File: src/lbc_pkg.sv
// Shared constants for the backlight configuration register bank
package lbc_pkg;
    localparam int IDX_W = 6;
    localparam logic [5:0] IDX_BRIGHT = 6'h04;
    localparam logic [5:0] IDX_BOOST = 6'h05;
    localparam logic [5:0] IDX_CTRL = 6'h06;
    localparam logic [5:0] IDX_CONV_HI = 6'h08;
    localparam logic [5:0] IDX_CONV_LO = 6'h09;
    localparam logic [5:0] IDX_GAIN_RED = 6'h0a;
    localparam logic [5:0] IDX_GAIN_GREEN = 6'h0b;
    localparam logic [5:0] IDX_GAIN_BLUE = 6'h0c;
    localparam int ADDR_LSB = 2;
    localparam logic [7:0] RST_BRIGHT = 8'h00;
    localparam logic [7:0] RST_BOOST = 8'h00;
    localparam logic [7:0] RST_CTRL = 8'h04;
    localparam logic [7:0] RST_GAIN = 8'h80;
    localparam logic [7:0] MASK_BRIGHT = 8'h17;
    localparam logic [7:0] MASK_BOOST = 8'h1f;
    localparam logic [7:0] MASK_CTRL = 8'h3f;
    localparam int BRIGHT_SRC_BIT = 4;
    localparam int STEP_W = 3;
    localparam int CTRL_ACTIVE_BIT = 0;
    localparam int CTRL_BOOST_EN_BIT = 1;
    localparam int CTRL_ADAPT_BIT = 2;
    localparam int CTRL_LOADER_BIT = 3;
    localparam int CTRL_SENSOR_BIT = 4;
    localparam int CTRL_TEMP_BIT = 5;
    localparam int VCODE_W = 5;
    localparam logic [4:0] VCODE_MIN = 5'h05;
    localparam logic [4:0] VCODE_MAX = 5'h14;
    localparam int CONV_W = 12;
    localparam int GAIN_SHIFT = 7;
    localparam logic [7:0] LEVEL_ONE = 8'h01;
    localparam logic [7:0] LEVEL_MAX = 8'hff;
    localparam int NUM_COLOURS = 3;
    typedef enum logic [1:0] {
        BUS_IDLE = 2'b00,
        BUS_WRITE = 2'b01,
        BUS_RDWAIT = 2'b10
    } lbc_bus_e;
endpackage

File: src/lbc_colour_scale.sv
// Per-colour brightness times correction gain, saturated and registered
`timescale 1ns/1ns
module lbc_colour_scale
    import lbc_pkg::*;
(
    input wire logic i_mclk,
    input wire logic i_sys_rst,
    input wire logic [7:0] i_level,
    input wire logic [7:0] i_gain,
    output logic [7:0] o_scaled
);
    logic [15:0] prod;
    logic [8:0] shifted;

    assign prod = {8'h00, i_level} * {8'h00, i_gain};
    assign shifted = prod[GAIN_SHIFT +: 9];

    // Gain of 128 is unity, 255 is near double
    always_ff @(posedge i_mclk) begin
        if (i_sys_rst) begin
            o_scaled <= 8'h00;
        end else if (shifted[8]) begin
            o_scaled <= LEVEL_MAX;
        end else begin
            o_scaled <= shifted[7:0];
        end
    end
endmodule

File: src/lbc_regs.sv
// AHB-Lite register bank for the RGB backlight driver configuration
//
// Design decision made here: the AHB-Lite interface to the registers.
`timescale 1ns/1ns
// How it works
// With the source bit clear, brightness follows the external input.
// With the source bit set, brightness follows the three-bit step field.
// Step code n weighs two to the power n-7, code 0 is 1/128, 7 is full. The code gives level 1 << n, so code 7 gives 0x80, not 0xff.
// Boost code sets the target in 1 V steps, 00101 is 5 V, 10100 is 20 V.
// Temp source bit picks the external sensor if clear, red LED if set.
// Sensor input bit picks sensor input one if clear, input two if set.
// Adaptive bit resets to one and picks automatic voltage, else the code.
// Boost enable bit one turns the converter on when set, reset zero. The code also requires the active bit to be set.
// Active bit zero means standby when clear, active when set, reset 0.
// Boost loader enable bit sits at position three and resets to zero.
// Conversion result reads as high byte bits 11..8 and low byte 7..0.
// Each colour gain acts as code over 128, 1000 0000 unity and reset.
// Green and blue own gain registers with the red encoding and reset.
// Read-only and unused bits read their reset value and ignore writes.
module lbc_regs
    import lbc_pkg::*;
(
    input wire logic i_mclk,
    input wire logic i_sys_rst,
    input wire logic i_hsel,
    input wire logic [31:0] i_haddr,
    input wire logic [1:0] i_htrans,
    input wire logic i_hwrite,
    input wire logic [2:0] i_hsize,
    input wire logic [31:0] i_hwdata,
    input wire logic i_hready,
    input wire logic [7:0] i_ext_brightness,
    input wire logic [11:0] i_conv_result,
    input wire logic i_conv_valid,
    input wire logic [4:0] i_adaptive_code,
    output logic [31:0] o_hrdata,
    output logic o_hreadyout,
    output logic o_hresp,
    output logic o_active,
    output logic o_boost_enable,
    output logic o_boost_adaptive,
    output logic [4:0] o_boost_code,
    output logic o_boost_loader_en,
    output logic o_comp_temp_select,
    output logic o_comp_sensor_select,
    output logic [7:0] o_brightness_level,
    output logic [7:0] o_red_level,
    output logic [7:0] o_green_level,
    output logic [7:0] o_blue_level
);
    lbc_bus_e bus_st_r;
    logic [IDX_W-1:0] addr_r;
    logic [7:0] bright_r;
    logic [7:0] boost_r;
    logic [7:0] ctrl_r;
    logic [7:0] gain_r [NUM_COLOURS];
    logic [7:0] colour_lvl [NUM_COLOURS];
    logic [CONV_W-1:0] conv_r;
    logic accept;
    logic wr_now;
    logic [7:0] wdata;

    function automatic logic [7:0] step_level(input logic [2:0] code);
        step_level = 8'(LEVEL_ONE << code);
    endfunction

    function automatic logic [4:0] clamp_vcode(input logic [4:0] code);
        if (code < VCODE_MIN) begin
            clamp_vcode = VCODE_MIN;
        end else if (code > VCODE_MAX) begin
            clamp_vcode = VCODE_MAX;
        end else begin
            clamp_vcode = code;
        end
    endfunction

    function automatic logic [7:0] rd_mux(input logic [IDX_W-1:0] idx,
        input logic [7:0] br, input logic [7:0] bo, input logic [7:0] ct,
        input logic [CONV_W-1:0] cv, input logic [7:0] gr,
        input logic [7:0] gg, input logic [7:0] gb);
        unique case (idx)
            IDX_BRIGHT: rd_mux = br;
            IDX_BOOST: rd_mux = bo;
            IDX_CTRL: rd_mux = ct;
            IDX_CONV_HI: rd_mux = {4'h0, cv[11:8]};
            IDX_CONV_LO: rd_mux = cv[7:0];
            IDX_GAIN_RED: rd_mux = gr;
            IDX_GAIN_GREEN: rd_mux = gg;
            IDX_GAIN_BLUE: rd_mux = gb;
            default: rd_mux = 8'h00;
        endcase
    endfunction

    assign accept = i_hsel & i_htrans[1] & i_hready;
    assign wr_now = (bus_st_r == BUS_WRITE);
    assign wdata = i_hwdata[7:0];

    // Bus phase tracking; reads take one wait state
    always_ff @(posedge i_mclk) begin
        if (i_sys_rst) begin
            bus_st_r <= BUS_IDLE;
            addr_r <= '0;
            o_hreadyout <= 1'b1;
            o_hrdata <= 32'h0000_0000;
            o_hresp <= 1'b0;
        end else begin
            o_hresp <= 1'b0;
            unique case (bus_st_r)
                BUS_IDLE, BUS_WRITE: begin
                    if (accept) begin
                        addr_r <= i_haddr[ADDR_LSB +: IDX_W];
                        bus_st_r <= i_hwrite ? BUS_WRITE : BUS_RDWAIT;
                        o_hreadyout <= i_hwrite;
                    end else begin
                        bus_st_r <= BUS_IDLE;
                        o_hreadyout <= 1'b1;
                    end
                end
                BUS_RDWAIT: begin
                    o_hrdata <= {24'h00_0000, rd_mux(addr_r, bright_r,
                        boost_r, ctrl_r, conv_r, gain_r[0], gain_r[1],
                        gain_r[2])};
                    o_hreadyout <= 1'b1;
                    bus_st_r <= BUS_IDLE;
                end
                default: begin
                    bus_st_r <= BUS_IDLE;
                    o_hreadyout <= 1'b1;
                end
            endcase
        end
    end

    // Control registers, writable bits only
    always_ff @(posedge i_mclk) begin
        if (i_sys_rst) begin
            bright_r <= RST_BRIGHT;
            boost_r <= RST_BOOST;
            ctrl_r <= RST_CTRL;
        end else if (wr_now) begin
            if (addr_r == IDX_BRIGHT) begin
                bright_r <= wdata & MASK_BRIGHT;
            end
            if (addr_r == IDX_BOOST) begin
                boost_r <= wdata & MASK_BOOST;
            end
            if (addr_r == IDX_CTRL) begin
                ctrl_r <= wdata & MASK_CTRL;
            end
        end
    end

    // Colour gains, all reset to unity
    always_ff @(posedge i_mclk) begin
        if (i_sys_rst) begin
            for (int c = 0; c < NUM_COLOURS; c++) begin
                gain_r[c] <= RST_GAIN;
            end
        end else if (wr_now) begin
            for (int c = 0; c < NUM_COLOURS; c++) begin
                if (addr_r == IDX_GAIN_RED + 6'(c)) begin
                    gain_r[c] <= wdata;
                end
            end
        end
    end

    // Conversion result capture
    always_ff @(posedge i_mclk) begin
        if (i_sys_rst) begin
            conv_r <= '0;
        end else if (i_conv_valid) begin
            conv_r <= i_conv_result;
        end
    end

    // Mode and boost outputs
    always_ff @(posedge i_mclk) begin
        if (i_sys_rst) begin
            o_active <= 1'b0;
            o_boost_enable <= 1'b0;
            o_boost_adaptive <= 1'b1;
            o_boost_code <= VCODE_MIN;
            o_boost_loader_en <= 1'b0;
            o_comp_temp_select <= 1'b0;
            o_comp_sensor_select <= 1'b0;
        end else begin
            o_active <= ctrl_r[CTRL_ACTIVE_BIT];
            o_boost_enable <= ctrl_r[CTRL_BOOST_EN_BIT]
                & ctrl_r[CTRL_ACTIVE_BIT];
            o_boost_adaptive <= ctrl_r[CTRL_ADAPT_BIT];
            o_boost_code <= ctrl_r[CTRL_ADAPT_BIT]
                ? clamp_vcode(i_adaptive_code)
                : clamp_vcode(boost_r[VCODE_W-1:0]);
            o_boost_loader_en <= ctrl_r[CTRL_LOADER_BIT];
            o_comp_temp_select <= ctrl_r[CTRL_TEMP_BIT];
            o_comp_sensor_select <= ctrl_r[CTRL_SENSOR_BIT];
        end
    end

    // Brightness source selection
    always_ff @(posedge i_mclk) begin
        if (i_sys_rst) begin
            o_brightness_level <= 8'h00;
        end else if (!ctrl_r[CTRL_ACTIVE_BIT]) begin
            o_brightness_level <= 8'h00;
        end else if (bright_r[BRIGHT_SRC_BIT]) begin
            o_brightness_level <=
                step_level(bright_r[STEP_W-1:0]);
        end else begin
            o_brightness_level <= i_ext_brightness;
        end
    end

    for (genvar g = 0; g < NUM_COLOURS; g++) begin : g_colour
        lbc_colour_scale u_scale (
            .i_mclk(i_mclk),
            .i_sys_rst(i_sys_rst),
            .i_level(o_brightness_level),
            .i_gain(gain_r[g]),
            .o_scaled(colour_lvl[g])
        );
    end

    assign o_red_level = colour_lvl[0];
    assign o_green_level = colour_lvl[1];
    assign o_blue_level = colour_lvl[2];
endmodule

File: config.mk
export PLATFORM = sky130hd
export DESIGN_NAME = lbc_regs
export DESIGN_NICKNAME = d
export VERILOG_FILES = /design/src/lbc_pkg.sv /design/src/lbc_colour_scale.sv /design/src/lbc_regs.sv
export SDC_FILE = /design/constraint.sdc
export NUM_CORES = 1
export LEC_CHECK = 0
export ABC_AREA = 1
export BUFFER_PORTS_ARGS = -buffer_cell sky130_fd_sc_hd__buf_2
export CORE_MARGIN = 4
export CORE_UTILIZATION = 63
export DETAILED_ROUTE_END_ITERATION = 8
export GPL_TIMING_DRIVEN = 0
export HOLD_SLACK_MARGIN = 0.03
export PLACE_DENSITY = 0.88
export SYNTH_ARGS = -nofsm -noshare
export SYNTH_HDL_FRONTEND = slang
export SYNTH_SLANG_ARGS = --single-unit
File: constraint.sdc
create_clock -name i_mclk -period 8.9 [get_ports i_mclk]
set_clock_uncertainty 0.05 [all_clocks]
set_input_delay 0 -clock i_mclk [delete_from_list [all_inputs] [get_ports i_mclk]]
set_output_delay 0 -clock i_mclk [all_outputs]
set_load 0.1 [all_outputs]
== Yosys cells after proc, flatten, opt, wreduce, memory -nomap -nowiden ==
Memory sizes are Yosys's and may differ from the RTL's.
Index checks and enable logic that the tools add are counted.

* Multiply operators: 3
* $lt $le $gt $ge: 4
* Eq/ne operators: 10
* Shifts and indexed selects: 1
* Multiplexer cells: 28
* Bitwise operators: 9
* Reduce and logical (&&, ||, !) cells: 8

{| class="wikitable"
|+ Operator list
! kind !! number
|-
| $pmux 8 s8 || 1
|-
| $mux 8 || 7
|-
| $mul 8x8->16 || 3
|-
| $eq 6x4->1 const B || 5
|-
| $mux 5 || 5
|-
| $eq 6x3->1 const B || 3
|-
| $mux 1 || 14
|-
| $gt 5x5->1 const B || 2
|-
| $lt 5x3->1 const B || 2
|-
| $reduce_and 2->1 || 4
|-
| $shl 1x3->8 const A || 1
|-
| $reduce_or 2->1 || 2
|-
| $and 1x1->1 || 3
|-
| $not 1->1 || 3
|-
| $or 1x1->1 || 3
|-
| $reduce_or 3->1 || 1
|-
| $eq 2x1->1 const B || 1
|-
| $eq 2x2->1 const B || 1
|-
| $logic_not 2->1 || 1
|-
| $mux 2 || 1
|}

* Bits in registers: 87
* Memory bits (writable): 24
* Output and inout port bits: 77
* Memories: 1

{| class="wikitable"
|+ Memory list
! name !! depth !! width !! rd ports !! clocked after memory_dff !! wr ports !! line !! text
|-
| gain_r || 3 || 8 || 3 || 0 || 3 || lbc_regs.sv:56 || <nowiki>logic [7:0] gain_r [NUM_COLOURS];</nowiki>
|}

== Longest topological paths before layout ==
Gate-level depths: netlist of the first run.

* Depth in word-level cells: 6
* Depth in mapped cells: 24

== Modules after synthesis ==
From an unflattened synthesis of the first run, not the netlist that was laid out.

* Cells, all modules: 1542
* Area total of the unflattened synthesis: 11188.2 µm²

{| class="wikitable"
|+ Modules (own cells, without submodules)
! module !! times used !! cells each !! area an instance (µm²)
|-
| lbc_regs || 1 || 471 || 3797.4
|-
| lbc_colour_scale (g_colour[1].u_scale) || 1 || 360 || 2474.9
|-
| lbc_colour_scale (g_colour[2].u_scale) || 1 || 357 || 2464.9
|-
| lbc_colour_scale (g_colour[0].u_scale) || 1 || 354 || 2451.1
|}

== Worst setup path before layout of the first run ==
Ideal clock, no wire load.

* Path kind: register to register
* Start point: register o_brightness_level[0]
* End point: register g_colour[0].u_scale.o_scaled[5]
* Library setup time: 110 ps
* Arrival: 4929 ps
* Path slack: 3812 ps
* Stages on the path, launching flop included: 22
* Buffers on the path: 2
* Cell sequence: dfxtp_1 buf_4 clkbuf_1 nand2_1 fa_1 fa_1 inv_1 fa_1 inv_1 fa_1 inv_1 ha_1 nand2_1 nor2_1 and2_1 nand2_4 nand2_2 nand2_2 nand2_4 nand2_1 nand2_1 inv_1

* Word-level cells in the longest chain between the ends: 2

{| class="wikitable"
|+ Ends and longest elaborated chain
! item !! line !! text
|-
| start: declaration || lbc_regs.sv:46 || <nowiki>output logic [7:0] o_brightness_level,</nowiki>
|-
| start signal: assignment || lbc_regs.sv:208 || <nowiki>o_brightness_level <=</nowiki>
|-
| start signal: assignment || lbc_regs.sv:211 || <nowiki>o_brightness_level <= i_ext_brightness;</nowiki>
|-
| $mul 8x8->16 || lbc_colour_scale.sv:15 || <nowiki>assign prod = {8'h00, i_level} * {8'h00, i_gain};</nowiki>
|-
| $mux 8 || lbc_colour_scale.sv:22 || <nowiki>end else if (shifted[8]) begin</nowiki>
|-
| end signal: assignment || lbc_colour_scale.sv:25 || <nowiki>o_scaled <= shifted[7:0];</nowiki>
|-
| end: declaration || lbc_colour_scale.sv:10 || <nowiki>output logic [7:0] o_scaled</nowiki>
|}

No other way between the ends.
A chain may end at the register's enable or synchronous reset.

== Worst setup path in the final report of the first run ==
* Start point: register o_brightness_level[1]
* End point: register g_colour[0].u_scale.o_scaled[3]

Same word-level chain as after synthesis.

==> results.yml, run 1 <==
setup_path:
  critical_path.max_stage_delay_ns: 0.56
  worstPathArrival_ns: 5.56
  cp_num_buf_inv: 6
  crit_slowest_cell: "clkbuf_1"
  cpMostUsedCell: "nand2_1"
  crit_path_end_kind: "flop"
  critPathTopFamily: "adder cells"
  crit_fanout: 10
  worstSetupPathType: "flop to flop"
  crit_chain: "buf_6 -> clkbuf_1 -> nand2_1 -> fa_1 -> fa_1 -> inv_1 -> fa_1 -> inv_1 -> fa_1 -> inv_1 -> ha_1 -> a21oi_1 -> o21ai_0 -> nand2_1 -> nand2_1 -> nor2_1 -> nand3_2 -> nand2_4 -> nand2_1 -> nand2_1 -> inv_1"
  required_ns: 9.14
  cp-start-kind: "flop"
routing:
  drt_iter0_markers: 1059
  ant_nets: 0
  drcViolationCount: 1
  routed_wirelength_mm: 29.7
  wl_per_cell_um: 15.4
  wl_met1_mm: 11.2
  vias_per_cell: 5.34
  top_layer: "met4"
  wl_met3_mm: 2.86
  vias: 10300
  firstDrtPassIters: 8
  wl_met2_mm: 14.4
final_layout:
  diodes: 0
  mostFrequentLayoutCells: "380 x nand2_1, 366 x inv_1, 105 x fa_1, 103 x buf_2, 99 x ha_1"
  final_area_um2: 12800
  syn_to_final_growth_pct: 15.9
  final_nets: 2000
  drive_above_1_share: 0.107
  final_common_cell: "nand2_1"
synthesis:
  seq_area_frac_synth: 0.224
  synthXorXnorAreaFrac: 0.0119
  syn_area_um2: 11000
  synth_compound_area_frac: 0.0771
  yosys.area_share.simple: 0.221
  synthMuxAreaShare: 0
  synth_fa_ha_area_frac: 0.304
  synthDistinctLibCells: 38
  ys_seq_elements: 111
  synth_area_per_cell_um2: 7.30
  synth_top_family_by_area: "adder cells"
  yosysWarnings: 0
  synth_cells: 1508
place:
  hpwl_mm: 21.7
  place_congestion: 0.918
  postPlaceCellArea_um2: 11900
  pre_cts_ws_ns: 3.76
  port_buffers: 97
die:
  die_area_um2: 19600
  die_h_um: 140
  rows: 48
  die_w_um: 140
  core_area_um2: 17200
  io-pin-count: 177
  initial_core_util: 0.639
outcome:
  status: "finished with violations"
  violations: "DRC"
clock_tree:
  clk_latency_ns: 0.38
  cts.clk_slew.worst_paths_ns: 0.10
  numCtsBuffers: 9
  cts_max_path_buffers: 2
  cts.htree.levels: 3
  cts_root_buf: "clkbuf_16"
  post-cts-setup-buffers: 0
  cts_tree: "done"
  clock-sinks: 111
timing:
  min_period_over_period: 0.597
  period_needed_ns: 5.32
  final.setup.tns_ns: 0
  postLayoutSetupSlackWorst_ns: 3.58
  hold_viol: 0
  drv_slew: 0
  slew_headroom: 0.161
  worstMarginPinSlew_ns: 1.25
  max_freq_ghz: 0.188
  rsz0062_at_grt: "no"
  finalSetupViolations: 0
pwr:
  power.leakage_nw: 8.05
  total_power_w: 0.00114
  p_per_area_nw_per_um2: 89.1
  max-vdd-ir-drop_mv: 0.102
run:
  cap_violations: 0
global_routing:
  track_usage: 0.309
  antenna_found_initial: 0
  grt_overflow_total: 0
  grt_pass1_vias: 10400
  grt_pass1_wl_mm: 49.2
  grt_max_degree: 26
hold_path:
  hp-class: "input port to flop"
layout make-up:
cell class              instances  area, um2
well taps                     225        282
flip-flops and latches        111       2460
clock inverters                 7        108
multi-input cells             978       6850
plain buffers                  74        398
clock buffers                   9        225
repair buffers                153       1050
inverters                     369       1390
fillers                      1227       4480
Yosys cell counts:
cell | n | area share
a21o_1 | 6 | 0.0041
a21oi_1 | 81 | 0.037
a22oi_1 | 7 | 0.0048
a31oi_1 | 4 | 0.0023
and2_1 | 2 | 0.0011
buf_1 | 1 | 0.00034
buf_2 | 6 | 0.0027
buf_4 | 28 | 0.019
buf_6 | 1 | 0.0010
clkbuf_1 | 38 | 0.013
clkinv_1 | 3 | 0.0010
conb_1 | 1 | 0.00034
dfxtp_1 | 87 | 0.16
edfxtp_1 | 24 | 0.065
fa_1 | 105 | 0.19
ha_1 | 99 | 0.11
inv_1 | 366 | 0.12
nand2_1 | 380 | 0.13
nand2_2 | 12 | 0.0068
nand2_4 | 5 | 0.0051
nand3_1 | 33 | 0.015
nand3_2 | 5 | 0.0045
nand3b_1 | 2 | 0.0014
nand3b_2 | 1 | 0.0010
nand4_1 | 15 | 0.0085
nor2_1 | 98 | 0.033
nor2_4 | 6 | 0.0061
nor3_1 | 12 | 0.0055
nor3_2 | 1 | 0.00091
o21a_1 | 1 | 0.00068
o21ai_0 | 49 | 0.022
o21ai_1 | 1 | 0.00045
o21bai_1 | 3 | 0.0020
o22ai_1 | 5 | 0.0028
o2bb2ai_1 | 1 | 0.00080
or2_2 | 4 | 0.0023
xnor2_1 | 7 | 0.0056
xor2_1 | 8 | 0.0064
final timing paths:
| path | start | to | slack (ns) | depth (start not counted) |
|---|---|---|---|---|
| max | o_brightness_level[1] | g_colour[0].u_scale.o_scaled[3] | 3.58 | 21 |
| min | i_htrans[1] | addr_r[0] | 0.05 | 4 |
| min reg2reg | o_hrdata[1] | o_hrdata[1] | 0.44 | 2 |
| max reg2reg | o_brightness_level[1] | g_colour[0].u_scale.o_scaled[3] | 3.58 | 21 |
sequential cells by signal (all words and copies together) (netlist names), 2 cells and up:
name                       cells
boost_r                        5
gain_r                        24
o_hrdata                       8
o_boost_code                   5
conv_r                        12
bright_r                       4
g_colour.u_scale.o_scaled     24
bus_st_r                       2
ctrl_r                         6
o_brightness_level             8
addr_r                         6
what timing repair did:
| item | CTS | global route |
|---|---|---|
| hold buffers | 56 | 0 |
| endpoints found under the hold margin | 65 | 0 |
| gates resized for setup | 0 | 0 |
power breakdown:
| part | internal [W] | leakage (nW) | switching [W] | total, W |
|---|---|---|---|---|
| clock network | 0.000212 | 0.161 | 0.000249 | 0.000461 |
| registers | 0.000523 | 0.943 | 0.00000475 | 0.000528 |
| logic | 0.0000425 | 6.94 | 0.000105 | 0.000147 |
kinds of logic (layout without fill, tap and decap cells):
logic type	count (synthesis)	count (layout)
AO/OA/AOI/OAI	158	158
XOR/XNOR	15	15
adder cells (fa/ha/maj)	204	204
buffers and inverters	443	612
flip-flops	111	111
other	1	25
AND/OR/NAND/NOR	576	576
per-layer routing:
| layer | track usage | vias to the layer above |
|---|---|---|
| met5 | 0 | - |
| met4 | 0.149 | 0 |
| li1 | - | 4857 |
| met2 | 0.525 | 568 |
| met1 | 0.380 | 4739 |
| met3 | 0.0560 | 115 |
worst reg2reg max path: cells and delay by family, from the launching register on:
kind | cells | cell delay (ns)
simple gates | 8 | 0.89
buf+inv | 6 | 1.02
compound gates | 2 | 0.37
flops | 1 | 0.55
fa+ha+maj | 5 | 2.33
metrics by stage:
step                      utilization  hold slack (ns)  instances
after floorplan                     -           0.0328       1532
after global placement          0.688            0.137       1854
after detailed placement        0.688            0.145       1854
after CTS                       0.740           0.0542       1926
after global routing            0.740           0.0941       1926
final                           0.740           0.0526       1926
Note: power is estimated with default switching activity, not from simulation.
==> run 2: changes to the inputs <==
- ABC_AREA: 1 -> 0
- CORE_UTILIZATION: 63 -> 58
- PLACE_DENSITY: 0.88 -> 0.82
- clock period: 8.9 -> 5 ns (I/O delays scaled with it)
==> run 2 against run 1 <==
The run now ends clean. Non-clock buffer count fell by 16. Worst hold slack better by 0.15 ns. Synthesized area shrank 6.7%. Cell count fell by 21%. Count of clock-buffer cells in the layout did not move. Core utilization is 4.7 points lower. Combinational power increased by 68%. First-iteration DRC count down 30%. Flip-flop and latch count is the same. Critical endpoint is now g_colour[0].u_scale.o_scaled[4]. Highest routed layer unchanged.
==> results.yml, run 2 <==
die:
  die_h_um: 141
  initial_core_util: 0.594
  core_area_um2: 17300
  rows: 48
  die_area_um2: 19900
  die_w_um: 141
  io-pin-count: 177
outcome:
  status: "completed"
synthesis:
  async_reset_ff_frac: 0
  ys_seq_elements: 111
  synth_area_leader_cell: "fa_1"
  synth-edff-count: 24
  seq_area_frac_synth: 0.240
  synth_area_leaders: "fa_1 20%, dfxtp_1 17%, ha_1 12%"
  synth_cells: 1103
  synthTopCellsByCount: "156 x and2_1, 119 x inv_1, 105 x fa_1"
  synth_most_common_cell: "and2_1"
  synth_area_per_cell_um2: 9.31
  yosysWarnings: 0
  synth_top_area_frac: 0.205
  synthDistinctLibCells: 72
  syn_area_um2: 10300
  ys.flop_type: "dfxtp_1"
routing:
  drt_iter0_markers: 739
  wl_per_cell_um: 18.2
  vias_per_cell: 5.76
  drcViolationCount: 0
  firstDrtPassIters: 9
  vias: 8728
  ant_nets: 0
  routed_wirelength_mm: 27.6
timing:
  drv_slew: 0
  final.setup.tns_ns: 0
  finalSetupViolations: 0
  max_freq_ghz: 0.206
  slew_headroom: 0.451
  period_needed_ns: 4.86
  hold_viol: 0
  min_period_over_period: 0.973
  worstMarginPinSlew_ns: 0.823
setup_path:
  crit_path_end_kind: "flop"
  cp-start-kind: "flop"
  critical_path.max_stage_delay_ns: 0.60
  cpMostUsedCell: "fa_1"
  worstSetupPathType: "flop to flop"
  worstPathArrival_ns: 5.08
  required_ns: 5.22
  crit_fanout: 10
  crit_slowest_cell: "or4b_1"
  crit_chain: "clkbuf_2 -> and2_1 -> fa_1 -> fa_1 -> fa_1 -> inv_1 -> fa_1 -> inv_1 -> ha_1 -> a21oi_1 -> nand2_1 -> a21oi_2 -> a21oi_1 -> or4b_1 -> o311ai_0"
final_layout:
  fin_cells: 1516
  final_common_cell: "and2_1"
  diodes: 0
  final_nets: 1590
  reg_top3: "g_colour.u_scale.o_scaled x24, gain_r x24, conv_r x12"
  mostFrequentLayoutCells: "156 x and2_1, 119 x inv_1, 105 x fa_1, 103 x buf_2, 99 x ha_1"
  drive_above_1_share: 0.156
  syn_to_final_growth_pct: 16.8
clock_tree:
  cts.htree.levels: 3
  cts.clk_slew.worst_paths_ns: 0.09
  cts_max_path_buffers: 2
  cts_tree: "done"
  numCtsBuffers: 9
  clk_latency_ns: 0.36
  clock-sinks: 111
  cts_root_buf: "clkbuf_16"
place:
  place_inst: 1448
  hpwl_mm: 19.7
  port_buffers: 96
  place_congestion: 0.943
pwr:
  max-vdd-ir-drop_mv: 0.194
  p_per_area_nw_per_um2: 162
  power.leakage_nw: 6.08
global_routing:
  grt_pass1_vias: 8980
  grt_pass1_wl_mm: 44.7
  track_usage: 0.278
  grt_max_degree: 22
  antenna_found_initial: 0
  grt_overflow_total: 0
run:
  cap_violations: 0
hold_path:
  hp-class: "input port to flop"
-- run 2: cell count changes after synthesis, sizes merged, moves of 11 or more --
cell / previous run / this run
a21oi: 81 / 67
mux2i: 0 / 27
o21ai: 50 / 24
inv: 366 / 119
nand2: 397 / 85
nor2b: 0 / 12
nor2: 104 / 57
and2: 2 / 156
clkbuf: 38 / 27
nand3: 38 / 22
-- run 2: final timing paths --
kind,startpoint,end,slack (ns),depth (start not counted)
setup / recovery,o_brightness_level[2],g_colour[0].u_scale.o_scaled[4],0.14,15
hold / removal,i_hready,bus_st_r[0],0.20,3
setup reg to reg,o_brightness_level[2],g_colour[0].u_scale.o_scaled[4],0.14,15
hold reg to reg,ctrl_r[4],ctrl_r[4],0.43,2
-- run 2: metrics by stage --
stage | hold slack (ns) | instance area (um2) | total power, W | util | setup WS, ns
2_1_floorplan | 0.0383 | 10400 | 0.00113 | - | -0.0452
3_3_place_gp | 0.157 | 11100 | 0.00118 | 0.644 | -0.193
3_5_place_dp | 0.162 | 11100 | 0.00118 | 0.644 | -0.204
4_1_cts | 0.155 | 11900 | 0.00192 | 0.687 | 0.00791
5_1_grt | 0.264 | 12000 | 0.00199 | 0.694 | -0.000247
6_report | 0.204 | 12000 | 0.00194 | 0.694 | 0.137
-- run 2: critical path, delay by kind of cell, from the launching register on --
| family | cells | cell delay (ns) |
|---|---|---|
| AO/OA/AOI/OAI | 4 | 0.61 |
| adder cells (fa/ha/maj) | 5 | 2.35 |
| buffers and inverters | 3 | 0.40 |
| flip-flops | 1 | 0.45 |
| AND/OR/NAND/NOR | 3 | 0.89 |
-- run 2: report_power, final --
part / switching, W / internal (W)
clock network: 0.000391 / 0.000354
logic: 0.000171 / 0.0000768
registers: 0.0000235 / 0.000928
-- run 2: per-layer routing --
layer	share of wire	track usage
met3	0.085	0.0539
met1	0.38	0.343
met2	0.48	0.472
met5	0	0
met4	0.050	0.127
-- run 2: logic make-up (layout without fill, tap and decap cells) --
logic type      count (synthesis)  in the layout  synth area share
other cells                     1             25          0.000365
xor+xnor                       24             24            0.0212
simple gates                  387            387             0.205
mux                            29             29            0.0285
fa+ha+maj                     204            204             0.325
buf+inv                       183            347            0.0781
flops                         111            111             0.240
compound gates                164            164             0.101
-- run 2: timing repair --
item | in CTS | in global routing
setup endpoints to repair | 23 | 23
endpoints found under the hold margin | 58 | 0
gates cloned | 0 | 0
gates resized for setup | 11 | 33
pin swaps | 0 | 1
hold buffers | 44 | 0
buffers inserted | 0 | 9
-- run 2: layout make-up --
class / instances / area (um2)
flip-flops and latches: 111 / 2480
inverters: 120 / 450
clock buffers: 9 / 225
fillers: 1280 / 5300
repair buffers: 149 / 988
multi-input cells: 833 / 7120
well taps: 225 / 282
plain buffers: 62 / 384
clock inverters: 7 / 72.6
